===== config.mk =====
export PLATFORM = sky130hd
export DESIGN_NAME = bcs_regs
export DESIGN_NICKNAME = d
export VERILOG_FILES = /design/src/bcs_pkg.sv /design/src/bcs_regs.sv
export SDC_FILE = /design/constraint.sdc
export NUM_CORES = 1
export LEC_CHECK = 0
export BUFFER_PORTS_ARGS = -buffer_cell sky130_fd_sc_hd__buf_2
export CORE_MARGIN = 4
export CORE_UTILIZATION = 44
export CTS_BUF_LIST = sky130_fd_sc_hd__clkbuf_8
export DETAILED_ROUTE_END_ITERATION = 10
export GPL_ROUTABILITY_DRIVEN = 1
export PLACE_DENSITY_LB_ADDON = 0.08
export SETUP_SLACK_MARGIN = 0.1
export SLEW_MARGIN = 40
export SYNTH_ARGS = -nofsm -noshare
export SYNTH_HDL_FRONTEND = slang
export SYNTH_SLANG_ARGS = --single-unit

===== constraint.sdc =====
create_clock -name core_clk -period 3.3 [get_ports core_clk]
set_clock_uncertainty 0.15 [all_clocks]
set_input_delay 0 -clock core_clk [delete_from_list [all_inputs] [get_ports core_clk]]
set_output_delay 0 -clock core_clk [all_outputs]
set_load 0.01 [all_outputs]

===== src/bcs_pkg.sv =====
// Constants shared by the bridge capability status register bank
package bcs_pkg;
    // Configuration commands on the bus
    localparam logic [3:0] CMD_CFG_READ = 4'hA;
    localparam logic [3:0] CMD_CFG_WRITE = 4'hB;
    // Register byte offsets
    localparam logic [7:0] OFS_SEC_STATUS = 8'h80;
    localparam logic [7:0] OFS_BRIDGE_ID = 8'h84;
    // Secondary status fields
    localparam int SPLIT_DLY_BIT = 21;
    localparam int CLK_CODE_LSB = 22;
    localparam int CLK_CODE_MSB = 24;
    localparam logic SPLIT_DLY_RST = 1'b0;
    localparam logic [2:0] CLK_CODE_RST = 3'h0;
    localparam logic [2:0] CLK_CODE_CONV = 3'h0;
    localparam logic [2:0] CLK_CODE_66 = 3'h1;
    localparam logic [2:0] CLK_CODE_133 = 3'h2;
    // Bridge identity fields
    localparam int FUNC_LSB = 0;
    localparam int FUNC_MSB = 2;
    localparam int DEV_LSB = 3;
    localparam int DEV_MSB = 7;
    localparam int BUS_LSB = 8;
    localparam int BUS_MSB = 15;
    localparam logic [2:0] FUNC_RST = 3'h0;
    localparam logic [4:0] DEV_RST = 5'h1F;
    localparam logic [7:0] BUS_RST = 8'hFF;
    // Address phase fields of a type-0 configuration access
    localparam int AD_DEV_LSB = 11;
    localparam int AD_DEV_MSB = 15;
    localparam int AD_FUNC_LSB = 8;
    localparam int AD_FUNC_MSB = 10;
    localparam logic [1:0] AD_TYPE0 = 2'h0;
endpackage


===== src/bcs_regs.sv =====
// Capability status register bank: split delay flag, clock code, bus/device/function
`timescale 1ns/100ps
module bcs_regs #(
    parameter logic [2:0] FUNC_NUM = 3'h0
) (
    input wire logic core_clk,
    input wire logic reset,
    input wire logic reverse_mode_pin,
    input wire logic [2:0] sec_clk_code_pin,
    input wire logic split_delay_evt,
    input wire logic [7:0] pri_bus_num,
    input wire logic pri_pcix_mode,
    input wire logic sec_pcix_mode,
    input wire logic cfg_valid,
    input wire logic [3:0] cfg_cmd,
    input wire logic cfg_idsel,
    input wire logic [31:0] cfg_addr,
    input wire logic [31:0] cfg_wdata,
    input wire logic [3:0] cfg_byte_en,
    output logic [31:0] cfg_rdata,
    output logic cfg_rvalid,
    output logic [15:0] completer_id,
    output logic mixed_mode_id_use
);
    logic rev_meta_ff;
    logic rev_ff;
    logic [2:0] clk_meta_ff;
    logic [2:0] clk_sync_ff;
    logic split_dly_ff;
    logic [2:0] clk_code_ff;
    logic [4:0] dev_num_ff;
    logic [7:0] bus_num_ff;
    logic [31:0] rdata_ff;
    logic rvalid_ff;
    logic own_access;
    logic own_write;
    logic own_read;
    logic [7:0] reg_ofs;
    logic split_clr;
    logic [31:0] sec_status;
    logic [31:0] bridge_id;
    logic [31:0] nxt_rdata;

    // Strap and clock code arrive from pins, so they pass two flops first
    always_ff @(posedge core_clk or posedge reset) begin
        if (reset) begin
            rev_meta_ff <= 1'b0;
            rev_ff <= 1'b0;
            clk_meta_ff <= 3'h0;
            clk_sync_ff <= 3'h0;
        end else begin
            rev_meta_ff <= reverse_mode_pin;
            rev_ff <= rev_meta_ff;
            clk_meta_ff <= sec_clk_code_pin;
            clk_sync_ff <= clk_meta_ff;
        end
    end

    // Decode of an address phase that targets this function
    assign reg_ofs = {cfg_addr[7:2], 2'h0};
    assign own_access = cfg_valid && cfg_idsel
        && (cfg_addr[1:0] == bcs_pkg::AD_TYPE0)
        && (cfg_addr[bcs_pkg::AD_FUNC_MSB:bcs_pkg::AD_FUNC_LSB] == FUNC_NUM);
    assign own_write = own_access && (cfg_cmd == bcs_pkg::CMD_CFG_WRITE);
    assign own_read = own_access && (cfg_cmd == bcs_pkg::CMD_CFG_READ);

    // clear only in reverse mode, byte lane 2 enabled
    assign split_clr = own_write && rev_ff && (reg_ofs == bcs_pkg::OFS_SEC_STATUS)
        && cfg_byte_en[2] && cfg_wdata[bcs_pkg::SPLIT_DLY_BIT];

    // sticky delay flag; a new event wins over a same-cycle clear
    always_ff @(posedge core_clk or posedge reset) begin
        if (reset) begin
            split_dly_ff <= bcs_pkg::SPLIT_DLY_RST;
        end else if (split_delay_evt) begin
            split_dly_ff <= 1'b1;
        end else if (split_clr) begin
            split_dly_ff <= 1'b0;
        end
    end

    // forced to zero in reverse mode so software never sees a stale code
    always_ff @(posedge core_clk or posedge reset) begin
        if (reset) begin
            clk_code_ff <= bcs_pkg::CLK_CODE_RST;
        end else if (rev_ff) begin
            clk_code_ff <= bcs_pkg::CLK_CODE_CONV;
        end else begin
            clk_code_ff <= clk_sync_ff;
        end
    end

    // device number captured on every own write, whatever the register
    always_ff @(posedge core_clk or posedge reset) begin
        if (reset) begin
            dev_num_ff <= bcs_pkg::DEV_RST;
        end else if (own_write) begin
            dev_num_ff <= cfg_addr[bcs_pkg::AD_DEV_MSB:bcs_pkg::AD_DEV_LSB];
        end
    end

    // alternate copy of the primary bus number, one cycle behind it
    always_ff @(posedge core_clk or posedge reset) begin
        if (reset) begin
            bus_num_ff <= bcs_pkg::BUS_RST;
        end else begin
            bus_num_ff <= pri_bus_num;
        end
    end

    // Register images; unlisted low bits of 0x80 belong to other logic and read zero
    always_comb begin
        sec_status = 32'h0;
        sec_status[bcs_pkg::SPLIT_DLY_BIT] = split_dly_ff;
        sec_status[bcs_pkg::CLK_CODE_MSB:bcs_pkg::CLK_CODE_LSB] = clk_code_ff;
        sec_status[31:25] = 7'h0;
        bridge_id = 32'h0;
        bridge_id[bcs_pkg::FUNC_MSB:bcs_pkg::FUNC_LSB] = FUNC_NUM;
        bridge_id[bcs_pkg::DEV_MSB:bcs_pkg::DEV_LSB] = dev_num_ff;
        bridge_id[bcs_pkg::BUS_MSB:bcs_pkg::BUS_LSB] = bus_num_ff;
    end

    // Read mux; unmapped offsets answer zero
    always_comb begin
        case (reg_ofs)
            bcs_pkg::OFS_SEC_STATUS: nxt_rdata = sec_status;
            bcs_pkg::OFS_BRIDGE_ID: nxt_rdata = bridge_id;
            default: nxt_rdata = 32'h0;
        endcase
    end

    // Read data is registered, valid one cycle after the address phase
    always_ff @(posedge core_clk or posedge reset) begin
        if (reset) begin
            rdata_ff <= 32'h0;
            rvalid_ff <= 1'b0;
        end else begin
            rvalid_ff <= own_read;
            if (own_read) begin
                rdata_ff <= nxt_rdata;
            end
        end
    end
    assign cfg_rdata = rdata_ff;
    assign cfg_rvalid = rvalid_ff;

    // completer identifier from the live fields
    assign completer_id = {bus_num_ff, dev_num_ff, FUNC_NUM};
    // flag that the identifier is needed for a mixed-mode pair
    assign mixed_mode_id_use = pri_pcix_mode ^ sec_pcix_mode;

    // Checks
    property p_split_set;
        @(posedge core_clk) disable iff (reset)
        split_delay_evt |=> split_dly_ff;
    endproperty
    a_split_set: assert property (p_split_set) else $error("delay flag not set");

    property p_split_fwd_ro;
        @(posedge core_clk) disable iff (reset)
        (!rev_ff && split_dly_ff) |=> split_dly_ff;
    endproperty
    a_split_fwd_ro: assert property (p_split_fwd_ro) else $error("flag cleared in fwd");

    property p_split_clear;
        @(posedge core_clk) disable iff (reset)
        (split_clr && !split_delay_evt) |=> !split_dly_ff;
    endproperty
    a_split_clear: assert property (p_split_clear) else $error("flag not cleared");

    property p_clk_follow;
        @(posedge core_clk) disable iff (reset)
        !rev_ff |=> (clk_code_ff == $past(clk_sync_ff));
    endproperty
    a_clk_follow: assert property (p_clk_follow) else $error("clock code stale");

    property p_clk_rev_zero;
        @(posedge core_clk) disable iff (reset)
        rev_ff [*2] |-> (clk_code_ff == bcs_pkg::CLK_CODE_CONV);
    endproperty
    a_clk_rev_zero: assert property (p_clk_rev_zero) else $error("code nonzero in rev");

    property p_dev_load;
        @(posedge core_clk) disable iff (reset)
        own_write |=> (dev_num_ff == $past(cfg_addr[15:11]));
    endproperty
    a_dev_load: assert property (p_dev_load) else $error("device number not loaded");

    property p_dev_hold;
        @(posedge core_clk) disable iff (reset)
        !own_write |=> $stable(dev_num_ff);
    endproperty
    a_dev_hold: assert property (p_dev_hold) else $error("device number moved");

    property p_bus_mirror;
        @(posedge core_clk) disable iff (reset)
        1'b1 |=> (bus_num_ff == $past(pri_bus_num));
    endproperty
    a_bus_mirror: assert property (p_bus_mirror) else $error("bus number mismatch");

    property p_rd_reserved;
        @(posedge core_clk) disable iff (reset)
        (own_read && reg_ofs == bcs_pkg::OFS_SEC_STATUS) |=> (cfg_rdata[31:25] == 7'h0)
            && cfg_rvalid;
    endproperty
    a_rd_reserved: assert property (p_rd_reserved) else $error("reserved bits set");

    // Identifier must match what a read of the identity register returned
    property p_cpl_id;
        @(posedge core_clk) disable iff (reset)
        (own_read && reg_ofs == bcs_pkg::OFS_BRIDGE_ID)
            |=> (cfg_rdata[15:0] == $past(completer_id));
    endproperty
    a_cpl_id: assert property (p_cpl_id) else $error("completer id mismatch");

    property p_func_ro;
        @(posedge core_clk) disable iff (reset)
        cfg_rvalid && $past(reg_ofs) == bcs_pkg::OFS_BRIDGE_ID |-> cfg_rdata[2:0] == FUNC_NUM;
    endproperty
    a_func_ro: assert property (p_func_ro) else $error("function field wrong");

    c_set_clear: cover property (@(posedge core_clk) disable iff (reset)
        split_delay_evt ##[1:20] split_clr);
    c_dev_write: cover property (@(posedge core_clk) disable iff (reset) own_write);
    c_rev_read: cover property (@(posedge core_clk) disable iff (reset) own_read && rev_ff);
    c_mixed: cover property (@(posedge core_clk) disable iff (reset) mixed_mode_id_use);
endmodule


After elaboration in Yosys (flattened, before gate mapping)
Index checks and enable logic that the tools add are counted.
{"block": "word_totals", "out_inout_bits": 50, "register_bits": 58, "inputBits": 91, "wordCells": 31}
{"block": "op_classes", "muxes": 4, "eq_ne": 4, "bitwise": 1, "reduce_logical": 12}
{"op": "case mux 25 bit (2 select lines)", "n": 1}
{"op": "== test 6 bit, second input constant", "n": 2}
{"op": "logical AND 1 bit", "n": 9}
{"op": "== test 4 bit, second input constant", "n": 2}
{"op": "logical NOT 3 bit", "n": 1}
{"op": "2-to-1 mux 3 bit", "n": 1}
{"op": "logical NOT 2 bit", "n": 1}
{"op": "2-to-1 mux 1 bit", "n": 2}
{"op": "nonzero test 2 bit", "n": 1}
{"op": "XOR 1 bit", "n": 1}

Longest topological paths before layout
{"block": "logic_depth", "ltp_word": 10, "depth_mapped": 4, "ltp_nobuf": 3}

Worst setup path after synthesis
OpenSTA, ideal clock, no wires.
{"block": "synth_path", "kind": "input port to flip-flop", "from": "in cfg_addr[0]", "to": "reg rdata_ff[10], in the netlist cfg_rdata[10]", "stages": 4, "path_buffers": 1, "slack_ns": 1.758, "setup_time_ns": 0.125, "t_required_ns": 3.025, "arrival_ns": 1.267, "path_cell_list": "or3_4 > nor4_4 > buf_6 > mux2_2"}
{"block": "synth_between", "elab_chain_len": 4}
{"item": "start: declaration", "line": "bcs_regs.sv:17", "rtl": "input wire logic [31:0] cfg_addr,"}
{"item": "logical NOT 2 bit", "line": "bcs_regs.sv:62", "rtl": "&& (cfg_addr[1:0] == bcs_pkg::AD_TYPE0)"}
{"item": "logical AND 1 bit", "line": "bcs_regs.sv:62"}
{"item": "logical AND 1 bit", "line": "bcs_regs.sv:63", "rtl": "&& (cfg_addr[bcs_pkg::AD_FUNC_MSB:bcs_pkg::AD_FUNC_LSB] == FUNC_NUM);"}
{"item": "logical AND 1 bit", "line": "bcs_regs.sv:65", "rtl": "assign own_read = own_access && (cfg_cmd == bcs_pkg::CMD_CFG_READ);"}
{"item": "end signal: assignment", "line": "bcs_regs.sv:140", "rtl": "rdata_ff <= nxt_rdata;"}
{"item": "end: declaration", "line": "bcs_regs.sv:33", "rtl": "logic [31:0] rdata_ff;"}
Every way passes these cells.
A chain may end at the register's enable or synchronous reset.

Final worst setup path
{"block": "layout_path", "from": "in cfg_addr[8]", "to": "reg rvalid_ff, in the netlist cfg_rvalid"}
{"block": "layout_between", "elab_chain_len": 3}
{"item": "logical NOT 3 bit", "line": "bcs_regs.sv:63"}
{"item": "logical AND 1 bit", "line": "bcs_regs.sv:63"}
{"item": "logical AND 1 bit", "line": "bcs_regs.sv:65"}
{"item": "net own_read", "line": "bcs_regs.sv:37", "rtl": "logic own_read;"}
{"item": "end signal: assignment", "line": "bcs_regs.sv:138", "rtl": "rvalid_ff <= own_read;"}
{"item": "end: declaration", "line": "bcs_regs.sv:34", "rtl": "logic rvalid_ff;"}
The timed path passes the listed nets, and every way through them passes these cells.

==> results.tsv <==
metric	value	unit
status	complete, no violations	
yosys-top-cells-area	dfrtp_1, dfstp_2, mux2_2	
first_pass_iters	4	
internal-power	811	uW
post-synth-top-area-cell	dfrtp_1	
setup_viol	0	
vias	1290	
power_density	409	nW/um^2
cts_buffers	5	
hold_class	primary input to output pin	
wl_met3	303	um
grt_usage	15.1	%
tightestPinTransition	790	ps
antennaDiodeCount	0	
postRouteAntennaNets	0	
synth_warnings	0	
setup.worst_path.start	cfg_addr[8]	
slew_viol_final	0	
cp_data_required_time	3370	ps
slew_headroom	47.2	%
die-area	5220	um^2
dp_hpwl	2700	um
cts_tree	done	
top_layer	met4	
grt_max_degree	44	
reg2reg_depth	4	
leakage	1.36	nW
drc	0	
synth.distinct_cells	24	
placeableCoreArea	4000	um^2
min-delay-start	pri_pcix_mode	
vias_per_cell	4.64	
area_growth_syn_to_layout	37.4	%
cts.path.max_buffers	2	
critPathKind	primary input to flop	
place.gp.congestion	0.682	
clkLatencyLatePin	280	ps
max_freq	410	MHz
rsz0062_at_grt	no	
synthCells	127	
cts_sinks	43	
synth_seq_area_share	60.1	%
hold_depth	3	
fp-row-count	23	
finalSetupTns	0	ps
post_cts_buffers	0	
syn_area_per_cell	14.3	um^2
grt_pass1_wl	6170	um
htree_levels	2	
antenna_found_initial	0	
die_w	72.3	um
switching_power	211	uW
avgRoutedWirePerCell	13.4	um
io_pins	141	
start_util	45.4	%
p_sw_share	20.7	%
p_clk_share	37.3	%
start_kind	primary input	
grt_overflow	0	
synth_top_area_share	41.3	%
hold_viol	0	
finalCritPeriodShare	73.9	%
portBuffers	72	
arrival	2500	ps
grt_pass1_vias	1369	
holdBufCountCts	23	
ys_ff_latch	43	
cts-root-buf	clkbuf_8	
wl_met2	1950	um
drt-met1-wl	1400	um
finalWirelength	3710	um
seqPwrFrac	53.7	%
combPwrFrac	9.0	%
syn_area	1820	um^2
rr_startpoint	rev_ff	
fill_cells	319	
layout.nets	318	
path_clk_slew	70	ps
fp.dieH	72.3	um
path_max_fanout	2	
final_util	62.5	%
dr.first_iter.drc_count	54	
cts-resized-gates	0	
drive_gt1_share	53.1	%
peakVddDrop	0.265	mV
fin_crit	2440	ps
end_kind	flop	
maxCapViolCount	0	
-- state kept, by name, summed over array words and instances, names as in the netlist --
| signal | cells |
|---|---|
| clk_sync_ff | 3 |
| cfg_rdata | 17 |
| clk_meta_ff | 3 |
| split_dly_ff | 1 |
| dev_num_ff | 5 |
| clk_code_ff | 3 |
| bus_num_ff | 8 |
| cfg_rvalid | 1 |
| rev_meta_ff | 1 |
| rev_ff | 1 |
-- placed cells by master, fill, tap and decap left out, drive strengths merged, types with 2 or more instances in the layout --
cell / instances
dfrtp: 30
mux2: 22
conb: 18
dfstp: 13
nor2: 3
or4: 2
buf: 75
inv: 3
clkbuf: 5
and3: 17
nor3: 2
dlygate4sd3: 23
nor2b: 4
-- metal layers --
| metal | GRT usage [%] | up-vias |
|---|---|---|
| met3 | 4.02 | 7 |
| met1 | 17.5 | 619 |
| met2 | 26.0 | 57 |
| met4 | 7.10 | 0 |
| met5 | 0 | - |
| li1 | - | 607 |
-- cells by family after synthesis --
group           share of synthesized area [%]
compound gates                          0.482
xor+xnor                                0.482
buf+inv                                  9.50
flops                                    60.1
mux                                      14.7
other cells                             0.206
simple gates                             14.6
-- synthesized netlist by cell type (all sizes together) --
cell type   n
nand3       1
xor2        1
or4         2
dfrtp      30
nor4b       1
clkbuf      2
conb        1
nor2b       4
dfstp      13
nand4bb     1
nor4        1
nand3b      1
inv         2
buf        20
nor3        2
or3         1
and3       17
nand4b      1
mux2       22
a41oi       1
nor2        3
-- stage by stage --
stage	hold WS [ps]	area [um^2]	power, mW	cells	setup WS [ps]
floorplan	-146	1880	0.608	144	1760
global placement	-45.2	2160	0.631	247	1620
detailed placement	-43.8	2160	0.633	247	1600
CTS	113	2500	1.04	278	864
global route	116	2500	1.07	278	815
finish	109	2500	1.02	278	862
-- power by group through the flow --
stage | registers (mW) | clock network, mW | logic, mW
6_report | 0.549 | 0.382 | 0.0915
5_1_grt | 0.551 | 0.421 | 0.102
4_1_cts | 0.549 | 0.398 | 0.0922
3_5_place_dp | 0.559 | 0 | 0.0736
3_3_place_gp | 0.558 | 0 | 0.0722
2_1_floorplan | 0.561 | 0 | 0.0463
-- critical path, stage by stage --
cell and delay (ps):
dlygate4sd3_1 530, buf_2 120, or4_2 590, dlygate4sd3_1 570
nor3_1 130, dlygate4sd3_1 570
-- path summary, 6_finish.rpt --
kind,end,slack [ps]
max,cfg_rvalid,860
min,mixed_mode_id_use,110
max reg2reg,split_dly_ff,1750
min reg2reg,clk_sync_ff[1],200
max in group asynchronous,bus_num_ff[5],2410
min in group asynchronous,cfg_rdata[24],220
-- final cells by class --
cell class,instances,area [um^2],area share (%)
sequential,43,1090,43.7
tap,50,62.6,2.50
clock buffer,5,68.8,2.75
timing repair buffer,98,613,24.5
multi-input combinational,77,617,24.7
clock inverter,3,37.5,1.50
inverter,2,7.51,0.300
(Power assumes the default switching activity.)
